File: src/core/tmr_defs.svh
// Register offsets, field positions and reset values of the timer/event counter.
// Assumes inclusion by bare name from the core module and the bench.
`ifndef TMR_DEFS_SVH
`define TMR_DEFS_SVH
`define OFF_CTRL 12'h000
`define OFF_LOW 12'h004
`define OFF_HIGH 12'h008
`define OFF_PINSEL 12'h00C
`define OFF_TONE 12'h010
`define OFF_IRQ_STAT 12'h014
`define OFF_IRQ_MASK 12'h018
`define OFF_MAIN_IRQ 12'h01C
`define BIT_AUTO 3
`define BIT_ENABLE 3
`define BIT_PIN_OPT 0
`define BIT_IRQ_ZERO 0
`define BIT_MAIN_TE 2
`define RST_NIBBLE 4'h0
`define SRC_PIN 3'h7
`define SRC_OFF 3'h0
`endif

File: src/core/tmr_pkg.sv
// Types shared by the timer/event counter core.
// Assumes the constant header sits beside it.
package tmr_pkg;
  typedef struct packed {
    logic auto_reload_bit;
    logic [2:0] source_sel;
  } timer_control_t;
  typedef struct packed {
    logic port_debounce_disable;
    logic port_edge_select;
    logic event_input_pin;
    logic event_pin_debounced;
  } pin_in_t;
  typedef enum logic [1:0] {
    ST_IDLE,
    ST_RUN,
    ST_DONE
  } count_state_t;
endpackage : tmr_pkg

File: src/core/timer_event_counter.sv
// 8-bit down-counting timer/event counter with auto-reload behind an APB slave.
// Assumes synchronous prescaler taps and pin levels, and one 50 MHz system clock.
//
// Summary of operation
// - Eight-bit down counter; zero sets interrupt flag.
// - Interrupt output only while mask bit is one.
// - Event mode counts qualified pin edges.
// - Auto-reload bit resets to zero.
// - Counter runs only while enable bit set.
// - Low nibble write loads and starts counting.
// - High nibble held until next low write or auto-reload.
// - Setting auto-reload alone does not start.
// - Auto-reload: at zero flag, reload, continue.
// - Writing zero stops counter, clears auto-reload.
// - Low read returns live count; high read returns the nibble frozen at the last low read.
// - Three-bit select picks tap or pin.
// - Pin option picks debounce and edge.
// - Flag ignores mask; main register read clears.
`timescale 1ns/1ns
`include "tmr_defs.svh"
module timer_event_counter
  import tmr_pkg::*;
(
  // System.
  input wire logic clock_i,
  input wire logic reset_i,
  // APB slave.
  input wire logic psel_i,
  input wire logic penable_i,
  input wire logic pwrite_i,
  input wire logic [11:0] paddr_i,
  input wire logic [31:0] pwdata_i,
  output logic [31:0] prdata_o,
  output logic pready_o,
  output logic pslverr_o,
  // Count sources.
  input wire logic [5:0] prescaler_taps_i,
  input wire pin_in_t pin_i,
  // Interrupts.
  output logic irq_o,
  output logic timer_irq_flag_o
);
  // ==========================================================================
  // Bus decode.
  // Every register answers in one access cycle, so the master never sees a wait state.
  // Unmapped offsets answer with an error and leave every register untouched.
  // Decoding is shared between the write strobe and the error flag.
  function automatic logic is_map(input logic [11:0] a);
    is_map = (a == `OFF_CTRL) || (a == `OFF_LOW) || (a == `OFF_HIGH) ||
             (a == `OFF_PINSEL) || (a == `OFF_TONE) || (a == `OFF_IRQ_STAT) ||
             (a == `OFF_IRQ_MASK) || (a == `OFF_MAIN_IRQ);
  endfunction : is_map

  logic acc;
  logic wr;
  logic rd;
  assign acc = psel_i && penable_i;
  assign wr = acc && pwrite_i && is_map(paddr_i);
  assign rd = acc && !pwrite_i;

  timer_control_t ctrl_ff;
  logic [3:0] high_hold_ff;
  logic [3:0] load_low_ff;
  logic pin_opt_ff;
  logic enable_ff;
  logic [2:0] tone_ff;
  logic stat_ff;
  logic mask_ff;
  logic [7:0] count_ff;
  logic [3:0] high_snap_ff;
  logic src_prev_ff;
  count_state_t state_ff;

  logic wr_low;
  logic [7:0] new_load;
  logic zero_load;
  assign wr_low = wr && (paddr_i == `OFF_LOW);
  assign new_load = {high_hold_ff, pwdata_i[3:0]};
  assign zero_load = wr_low && (new_load == 8'h00);

  // ==========================================================================
  // Control registers.
  // A zero load wins over a control write in the same cycle, because the stop
  // request must always leave the auto-reload bit cleared.
  // The high nibble is only staged here; it reaches the counter with the low write or an auto-reload.
  always_ff @(posedge clock_i or posedge reset_i)
  begin
    if (reset_i)
    begin
      ctrl_ff <= '0;
      high_hold_ff <= `RST_NIBBLE;
      load_low_ff <= `RST_NIBBLE;
      pin_opt_ff <= 1'b0;
      enable_ff <= 1'b0;
      tone_ff <= 3'h0;
      mask_ff <= 1'b0;
    end
    else
    begin
      if (zero_load)
        ctrl_ff.auto_reload_bit <= 1'b0;
      else if (wr && paddr_i == `OFF_CTRL)
        ctrl_ff <= timer_control_t'(pwdata_i[3:0]);
      if (wr && paddr_i == `OFF_HIGH)
        high_hold_ff <= pwdata_i[3:0];
      if (wr_low)
        load_low_ff <= pwdata_i[3:0];
      if (wr && paddr_i == `OFF_PINSEL)
        pin_opt_ff <= pwdata_i[`BIT_PIN_OPT];
      if (wr && paddr_i == `OFF_TONE)
      begin
        enable_ff <= pwdata_i[`BIT_ENABLE];
        tone_ff <= pwdata_i[2:0];
      end
      if (wr && paddr_i == `OFF_IRQ_MASK)
        mask_ff <= pwdata_i[`BIT_IRQ_ZERO];
    end
  end

  // ==========================================================================
  // Count source selection and edge qualification.
  // Taps and pin levels are taken as synchronous, so one flip-flop of history suffices.
  // Switching the source can produce one false edge; software should reload afterwards.
  // The edge detector resets low, matching the idle level of an inactive source.
  logic src_level;
  always_comb
  begin
    src_level = 1'b0;
    case (ctrl_ff.source_sel)
      3'h1: src_level = prescaler_taps_i[5];
      3'h2: src_level = prescaler_taps_i[4];
      3'h3: src_level = prescaler_taps_i[3];
      3'h4: src_level = prescaler_taps_i[2];
      3'h5: src_level = prescaler_taps_i[1];
      3'h6: src_level = prescaler_taps_i[0];
      `SRC_PIN:
      begin
        if (!pin_opt_ff)
          src_level = pin_i.event_pin_debounced;
        else
        begin
          src_level = pin_i.port_debounce_disable ? pin_i.event_input_pin
                                                  : pin_i.event_pin_debounced;
          if (!pin_i.port_edge_select)
            src_level = !src_level;
        end
      end
      default: src_level = 1'b0;
    endcase
  end

  always_ff @(posedge clock_i or posedge reset_i)
  begin
    if (reset_i)
      src_prev_ff <= 1'b0;
    else
      src_prev_ff <= src_level;
  end

  logic tick;
  // Polarity is folded into the level so one rising detector serves both edges.
  assign tick = src_level && !src_prev_ff && enable_ff &&
                (ctrl_ff.source_sel != `SRC_OFF);

  // ==========================================================================
  // Counter state machine.
  // The flag is raised on the step from one, so an auto-reloading counter never
  // shows zero and no count period is lengthened by an extra cycle.
  // A low write always wins over a tick in the same cycle.
  // A stopped counter leaves its last value readable.
  logic hit_zero;
  assign hit_zero = (state_ff == ST_RUN) && tick && (count_ff == 8'h01) && !wr_low;

  always_ff @(posedge clock_i or posedge reset_i)
  begin
    if (reset_i)
    begin
      count_ff <= 8'h00;
      state_ff <= ST_IDLE;
    end
    else if (wr_low)
    begin
      count_ff <= new_load;
      state_ff <= zero_load ? ST_IDLE : ST_RUN;
    end
    else
    begin
      case (state_ff)
        ST_RUN:
        begin
          if (tick)
          begin
            if (hit_zero && ctrl_ff.auto_reload_bit)
              count_ff <= {high_hold_ff, load_low_ff};
            else
              count_ff <= count_ff - 8'h01;
            if (hit_zero && !ctrl_ff.auto_reload_bit)
              state_ff <= ST_DONE;
          end
        end
        ST_DONE: state_ff <= ST_DONE;
        ST_IDLE: state_ff <= ST_IDLE;
        default: state_ff <= ST_IDLE;
      endcase
    end
  end

  // ==========================================================================
  // Interrupt flag: set wins over both clears.
  // Losing a zero event to a simultaneous clear would drop timing information,
  // so the set takes priority and software sees the event on its next read.
  logic clr_stat;
  assign clr_stat = (rd && paddr_i == `OFF_MAIN_IRQ) ||
                    (wr && paddr_i == `OFF_IRQ_STAT && pwdata_i[`BIT_IRQ_ZERO]);
  always_ff @(posedge clock_i or posedge reset_i)
  begin
    if (reset_i)
      stat_ff <= 1'b0;
    else if (hit_zero)
      stat_ff <= 1'b1;
    else if (clr_stat)
      stat_ff <= 1'b0;
  end

  always_ff @(posedge clock_i or posedge reset_i)
  begin
    if (reset_i)
    begin
      irq_o <= 1'b0;
      timer_irq_flag_o <= 1'b0;
    end
    else
    begin
      irq_o <= stat_ff && mask_ff;
      timer_irq_flag_o <= stat_ff;
    end
  end

  // ==========================================================================
  // Read path; a low read freezes the high nibble so the pair is coherent.
  always_ff @(posedge clock_i or posedge reset_i)
  begin
    if (reset_i)
      high_snap_ff <= `RST_NIBBLE;
    else if (psel_i && !pwrite_i && !pready_o && paddr_i == `OFF_LOW)
      high_snap_ff <= count_ff[7:4];
  end

  always_ff @(posedge clock_i or posedge reset_i)
  begin
    if (reset_i)
    begin
      prdata_o <= 32'h0;
      pready_o <= 1'b0;
      pslverr_o <= 1'b0;
    end
    else
    begin
      pready_o <= psel_i && !pready_o;
      pslverr_o <= psel_i && !pready_o && !is_map(paddr_i);
      prdata_o <= 32'h0;
      if (psel_i && !pwrite_i && !pready_o)
      begin
        case (paddr_i)
          `OFF_CTRL: prdata_o[3:0] <= ctrl_ff;
          `OFF_LOW: prdata_o[3:0] <= count_ff[3:0];
          `OFF_HIGH: prdata_o[3:0] <= high_snap_ff;
          `OFF_PINSEL: prdata_o[0] <= pin_opt_ff;
          `OFF_TONE: prdata_o[3:0] <= {enable_ff, tone_ff};
          `OFF_IRQ_STAT: prdata_o[0] <= stat_ff;
          `OFF_IRQ_MASK: prdata_o[0] <= mask_ff;
          `OFF_MAIN_IRQ: prdata_o[`BIT_MAIN_TE] <= stat_ff;
          default: prdata_o <= 32'h0;
        endcase
      end
    end
  end

  // ==========================================================================
  // Checks.
  // These guard the counter, flag and bus handshake behaviour; the bench covers the register map.
  chk_irq_masked: assert property (@(posedge clock_i) disable iff (reset_i)
    irq_o |-> $past(mask_ff) && $past(stat_ff))
    else $error("interrupt without mask");
  chk_zero_flag: assert property (@(posedge clock_i) disable iff (reset_i)
    hit_zero |=> stat_ff)
    else $error("zero did not set flag");
  chk_load_start: assert property (@(posedge clock_i) disable iff (reset_i)
    wr_low |=> count_ff == $past(new_load))
    else $error("low write did not load");
  chk_zero_stop: assert property (@(posedge clock_i) disable iff (reset_i)
    zero_load |=> state_ff == ST_IDLE && !ctrl_ff.auto_reload_bit)
    else $error("zero load did not stop");
  chk_hold_zero: assert property (@(posedge clock_i) disable iff (reset_i)
    state_ff == ST_DONE && !wr_low |=> count_ff == 8'h00)
    else $error("count moved after stop");
  chk_no_enable: assert property (@(posedge clock_i) disable iff (reset_i)
    !enable_ff && !wr_low |=> $stable(count_ff))
    else $error("count moved while disabled");
  chk_reload_val: assert property (@(posedge clock_i) disable iff (reset_i)
    hit_zero && ctrl_ff.auto_reload_bit |=> count_ff == $past({high_hold_ff, load_low_ff}))
    else $error("reload value wrong");
  chk_step_one: assert property (@(posedge clock_i) disable iff (reset_i)
    state_ff == ST_RUN && tick && !wr_low && !hit_zero |=> count_ff == $past(count_ff) - 8'h01)
    else $error("step not one");
  cov_reload: cover property (@(posedge clock_i) hit_zero && ctrl_ff.auto_reload_bit);
  cov_pin_tick: cover property (@(posedge clock_i) tick && ctrl_ff.source_sel == `SRC_PIN);
  cov_irq: cover property (@(posedge clock_i) irq_o);
  cov_zero_load: cover property (@(posedge clock_i) zero_load);
  cov_flag_clear: cover property (@(posedge clock_i) clr_stat && stat_ff);

  chk_ready_pulse: assert property (@(posedge clock_i) disable iff (reset_i)
    pready_o |=> !pready_o)
    else $error("ready held longer than one cycle");

  chk_err_ready: assert property (@(posedge clock_i) disable iff (reset_i)
    pslverr_o |-> pready_o)
    else $error("error without ready");

  chk_irq_follow: assert property (@(posedge clock_i) disable iff (reset_i)
    1'b1 |=> irq_o == $past(stat_ff && mask_ff))
    else $error("interrupt output does not follow flag and mask");

  chk_flag_copy: assert property (@(posedge clock_i) disable iff (reset_i)
    1'b1 |=> timer_irq_flag_o == $past(stat_ff))
    else $error("flag output does not follow flag");

  chk_flag_clear: assert property (@(posedge clock_i) disable iff (reset_i)
    clr_stat && !hit_zero |=> !stat_ff)
    else $error("flag not cleared");

  chk_set_wins: assert property (@(posedge clock_i) disable iff (reset_i)
    hit_zero && clr_stat |=> stat_ff)
    else $error("clear beat a zero event");

  chk_idle_still: assert property (@(posedge clock_i) disable iff (reset_i)
    state_ff == ST_IDLE && !wr_low |=> $stable(count_ff))
    else $error("stopped counter moved");

  chk_done_stays: assert property (@(posedge clock_i) disable iff (reset_i)
    state_ff == ST_DONE && !wr_low |=> state_ff == ST_DONE)
    else $error("finished counter restarted without a load");

  chk_src_off: assert property (@(posedge clock_i) disable iff (reset_i)
    ctrl_ff.source_sel == `SRC_OFF |-> !tick)
    else $error("tick with no source selected");

  chk_high_held: assert property (@(posedge clock_i) disable iff (reset_i)
    wr && paddr_i == `OFF_HIGH |=> high_hold_ff == $past(pwdata_i[3:0]))
    else $error("high nibble not staged");
endmodule : timer_event_counter

File: config.mk
export PLATFORM = sky130hd
export DESIGN_NAME = timer_event_counter
export DESIGN_NICKNAME = d
export VERILOG_FILES = /design/src/core/tmr_pkg.sv /design/src/core/timer_event_counter.sv
export VERILOG_INCLUDE_DIRS = /design/src /design/src/core
export SDC_FILE = /design/constraint.sdc
export NUM_CORES = 1
export LEC_CHECK = 0
export BUFFER_PORTS_ARGS = -buffer_cell sky130_fd_sc_hd__buf_4
export CAP_MARGIN = 20
export CORE_UTILIZATION = 40
export DETAILED_ROUTE_END_ITERATION = 12
export PLACE_DENSITY_LB_ADDON = 0.05
export SYNTH_ARGS = -nofsm -noshare
export SYNTH_HDL_FRONTEND = slang
export SYNTH_SLANG_ARGS = --single-unit
File: constraint.sdc
create_clock -name clock_i -period 2.15 [get_ports clock_i]
set_input_delay 0 -clock clock_i [delete_from_list [all_inputs] [get_ports clock_i]]
set_output_delay 0 -clock clock_i [all_outputs]
set_load 0.02 [all_outputs]
==> impl_metrics.yaml <==
synth:
  netlist_area_um2: 2560
  synthCells: 259
  synth.yosys.seq_area_share: 0.411
  synth_edf_count: 0
  synth.distinct_cells: 57
  synthArstFlopShare: 1.00
  ys_ff_latch: 42
  synthFlopType: "dfrtp_1"
  yosys_warnings: 0
  syn_avg_cell_area_um2: 9.88
worst_setup_path:
  r2r_end: "state_ff[1]"
  cp_slowest_stage_delay_ns: 0.55
  r2r_cells: 5
  cpMaxStageDelayCell: "dlygate4sd3_1"
  cpMostUsedCell: "buf_4"
  rr_startpoint: "count_ff[6]"
  crit_path_cell_trace: "dlygate4sd3_1 > buf_4 > nor2_2 > nand4_1 > buf_4 > or3_1 > nor3_4 > mux2_2"
  cp.required_ns: 2.33
  path_delay_family: "simple AND/OR/NAND/NOR gates"
  path_class: "input port to register"
  crit_buf_inv: 3
  rrSetupSlack_ns: 0.08
  worstSetupStartpointType: "input port"
  worst-endpoint-arrival_ns: 2.25
  worst-path-max-fanout: 6
  worst_setup_path_end_kind: "register"
worst_hold_path:
  min_from: "pwdata_i[0]"
  whs_path_depth: 3
  hold_end: "load_low_ff[0]"
  min_path_type: "input port to register"
cts:
  clk_latency_ns: 0.29
  path_clk_slew_ns: 0.08
  clockRootBuffer: "clkbuf_8"
  cts_tree: "done"
  cts_buffer_depth: 2
  cts.sinks: 42
  htreeDepth: 2
  cts_buffers: 5
job:
  drv_cap: 0
sta:
  slew_violations: 0
  tightestPinTransition_ns: 0.545
  clock_skew_ns: 0.00388
  whs_ns: 0.0192
  period_share: 0.967
  fin_setup_tns_ns: 0
  hold_viol: 0
  setup_viol: 0
  rsz0062_at_grt: "no"
  fin_crit_ns: 2.08
  max_slew_margin: 0.637
  max_freq_mhz: 481
placed_design:
  port_buffers: 38
  place_area_um2: 2930
  hpwlAfterDp_mm: 4.47
  gp_congestion: 0.812
cells_and_area:
  final_area_um2: 3190
  nFillCells: 562
  drive_above_1_share: 0.324
  area_growth_pct: 24.8
  fin_nets: 389
  diodes: 0
global_routing:
  grt_pass1_wl_mm: 9.83
  track_usage: 0.200
  overflow: 0
  antenna_found_initial: 0
  grt_max_degree: 43
  grt_pass1_vias: 1937
drt:
  drtIter0Drc: 81
  drc: 0
  vias: 2080
  wl_per_cell_um: 15.1
  viasPerCell: 5.17
  wl_mm: 6.09
  drtPass1Iterations: 4
  postRouteAntennaNets: 0
power_and_ir_drop:
  power_density_nw_per_um2: 504
  ir_drop_v: 0.000313
  leakage_nw: 1.53
floorplan:
  coreArea_um2: 6060
  die_w_um: 82.0
  ios: 95
  die_area_um2: 6720
  rows: 28
  die_y_um: 82.0
  initial_core_util: 0.422
outcome:
  status: "complete, no violations"
==> worst max-delay path by stage <==
stage | from | end | slack (ns) | cells after the start
2_1_floorplan | count_ff[6] | count_ff[7] | 0.11 | 7
3_5_place_dp | count_ff[6] | count_ff[7] | 0.08 | 6
3_3_place_gp | count_ff[6] | count_ff[7] | 0.08 | 6
5_1_grt | ctrl_ff[1] | count_ff[5] | 0.01 | 7
4_1_cts | ctrl_ff[1] | state_ff[1] | 0.05 | 6
6_report | paddr_i[0] | ctrl_ff[1] | 0.07 | 8
==> area by class of cell <==
class	instances	area, µm²	share of cell area
timing repair buffer	71	553	0.173
multi-input combinational	196	1340	0.420
tap	75	93.8	0.0294
clock inverter	1	30.0	0.00940
inverter	11	41.3	0.0129
sequential	42	1050	0.329
clock buffer	6	82.6	0.0259
==> power breakdown <==
| group | internal (mW) | switching [mW] |
|---|---|---|
| clock network | 0.372 | 0.261 |
| logic | 0.0658 | 0.115 |
| registers | 0.793 | 0.00225 |
| total | 1.23 | 0.378 |
==> worst min-delay path: stages <==
cell and delay [ns]:
buf_4 0.15, nand2_1 0.07, nand2_1 0.05
==> layout by cell type, fill, tap and decap left out, types with 2 or more instances in the layout <==
| cell | instances |
|---|---|
| o22a_1 | 2 |
| or4_1 | 3 |
| mux2i_1 | 9 |
| and2_1 | 2 |
| nand2_1 | 29 |
| nor4_1 | 4 |
| a31oi_1 | 9 |
| mux2_2 | 19 |
| nand2b_1 | 3 |
| nor3_4 | 2 |
| or4_4 | 2 |
| nor3_1 | 4 |
| o21ai_0 | 8 |
| nand3_1 | 5 |
| nand3b_1 | 2 |
| o211ai_1 | 5 |
| a21oi_1 | 7 |
| conb_1 | 28 |
| nor2_2 | 2 |
| or3_1 | 2 |
| nor4_4 | 2 |
| inv_1 | 11 |
| nand4_1 | 2 |
| dfrtp_1 | 42 |
| nor2_1 | 17 |
| buf_4 | 63 |
| clkbuf_8 | 6 |
| ha_1 | 3 |
| dlygate4sd3_1 | 8 |
==> metal layers <==
metal,up-vias,share of wire,track usage
met4,0,0.0094,0.0561
met3,6,0.055,0.0367
met5,-,0,0
li1,1007,-,-
met2,72,0.49,0.320
met1,995,0.44,0.275
==> per-stage QoR <==
step	power (mW)	setup slack, ns	std cells	util
after floorplan	0.947	0.105	286	-
final	1.61	0.0715	402	0.527
after global routing	1.69	0.0100	402	0.527
after CTS	1.63	0.0483	397	0.516
after detailed placement	0.978	0.0833	382	0.484
after global placement	0.978	0.0755	382	0.484
==> flip-flops by register name, indices dropped and copies added (netlist names) <==
| name | count |
|---|---|
| count_ff | 8 |
| ctrl_ff | 4 |
| enable_ff | 1 |
| high_hold_ff | 4 |
| high_snap_ff | 4 |
| irq_o | 1 |
| load_low_ff | 4 |
| mask_ff | 1 |
| pin_opt_ff | 1 |
| prdata_o | 4 |
| pready_o | 1 |
| pslverr_o | 1 |
| src_prev_ff | 1 |
| stat_ff | 1 |
| state_ff | 2 |
| timer_irq_flag_o | 1 |
| tone_ff | 3 |
==> cell families (layout without fill, tap and decap cells) <==
| family | count (synthesis) | in the layout | share of synthesized area |
|---|---|---|---|
| XOR/XNOR | 1 | 1 | 0.00342 |
| AO/OA/AOI/OAI | 46 | 46 | 0.131 |
| other | 1 | 28 | 0.00147 |
| adder cells (fa/ha/maj) | 3 | 3 | 0.0147 |
| multiplexers | 29 | 29 | 0.128 |
| flip-flops | 42 | 42 | 0.411 |
| buffers and inverters | 48 | 89 | 0.116 |
| AND/OR/NAND/NOR | 89 | 89 | 0.196 |
==> synth_stat cells (all sizes together), types with 5 or more instances <==
cell,n,area [µm²]
nor3,6,46.3
inv,11,41.3
mux2i,9,90.1
mux2,19,214
nand2,29,109
buf,33,239
o21ai,8,40.0
a21oi,7,35.0
nor2,19,73.8
or4,5,41.3
nor4,7,80.1
nand3,6,30.0
o211ai,5,37.5
dfrtp,42,1050
a31oi,9,56.3
==> timing repair <==
| item | 4_1_cts | 5_1_grt |
|---|---|---|
| hold endpoints to repair | 54 | 0 |
| buffers inserted | 0 | 5 |
| hold buffers | 8 | 0 |
| gates resized for setup | 0 | 5 |
| setup endpoints to repair | 0 | 10 |
Power figures use the tool's default switching activity.
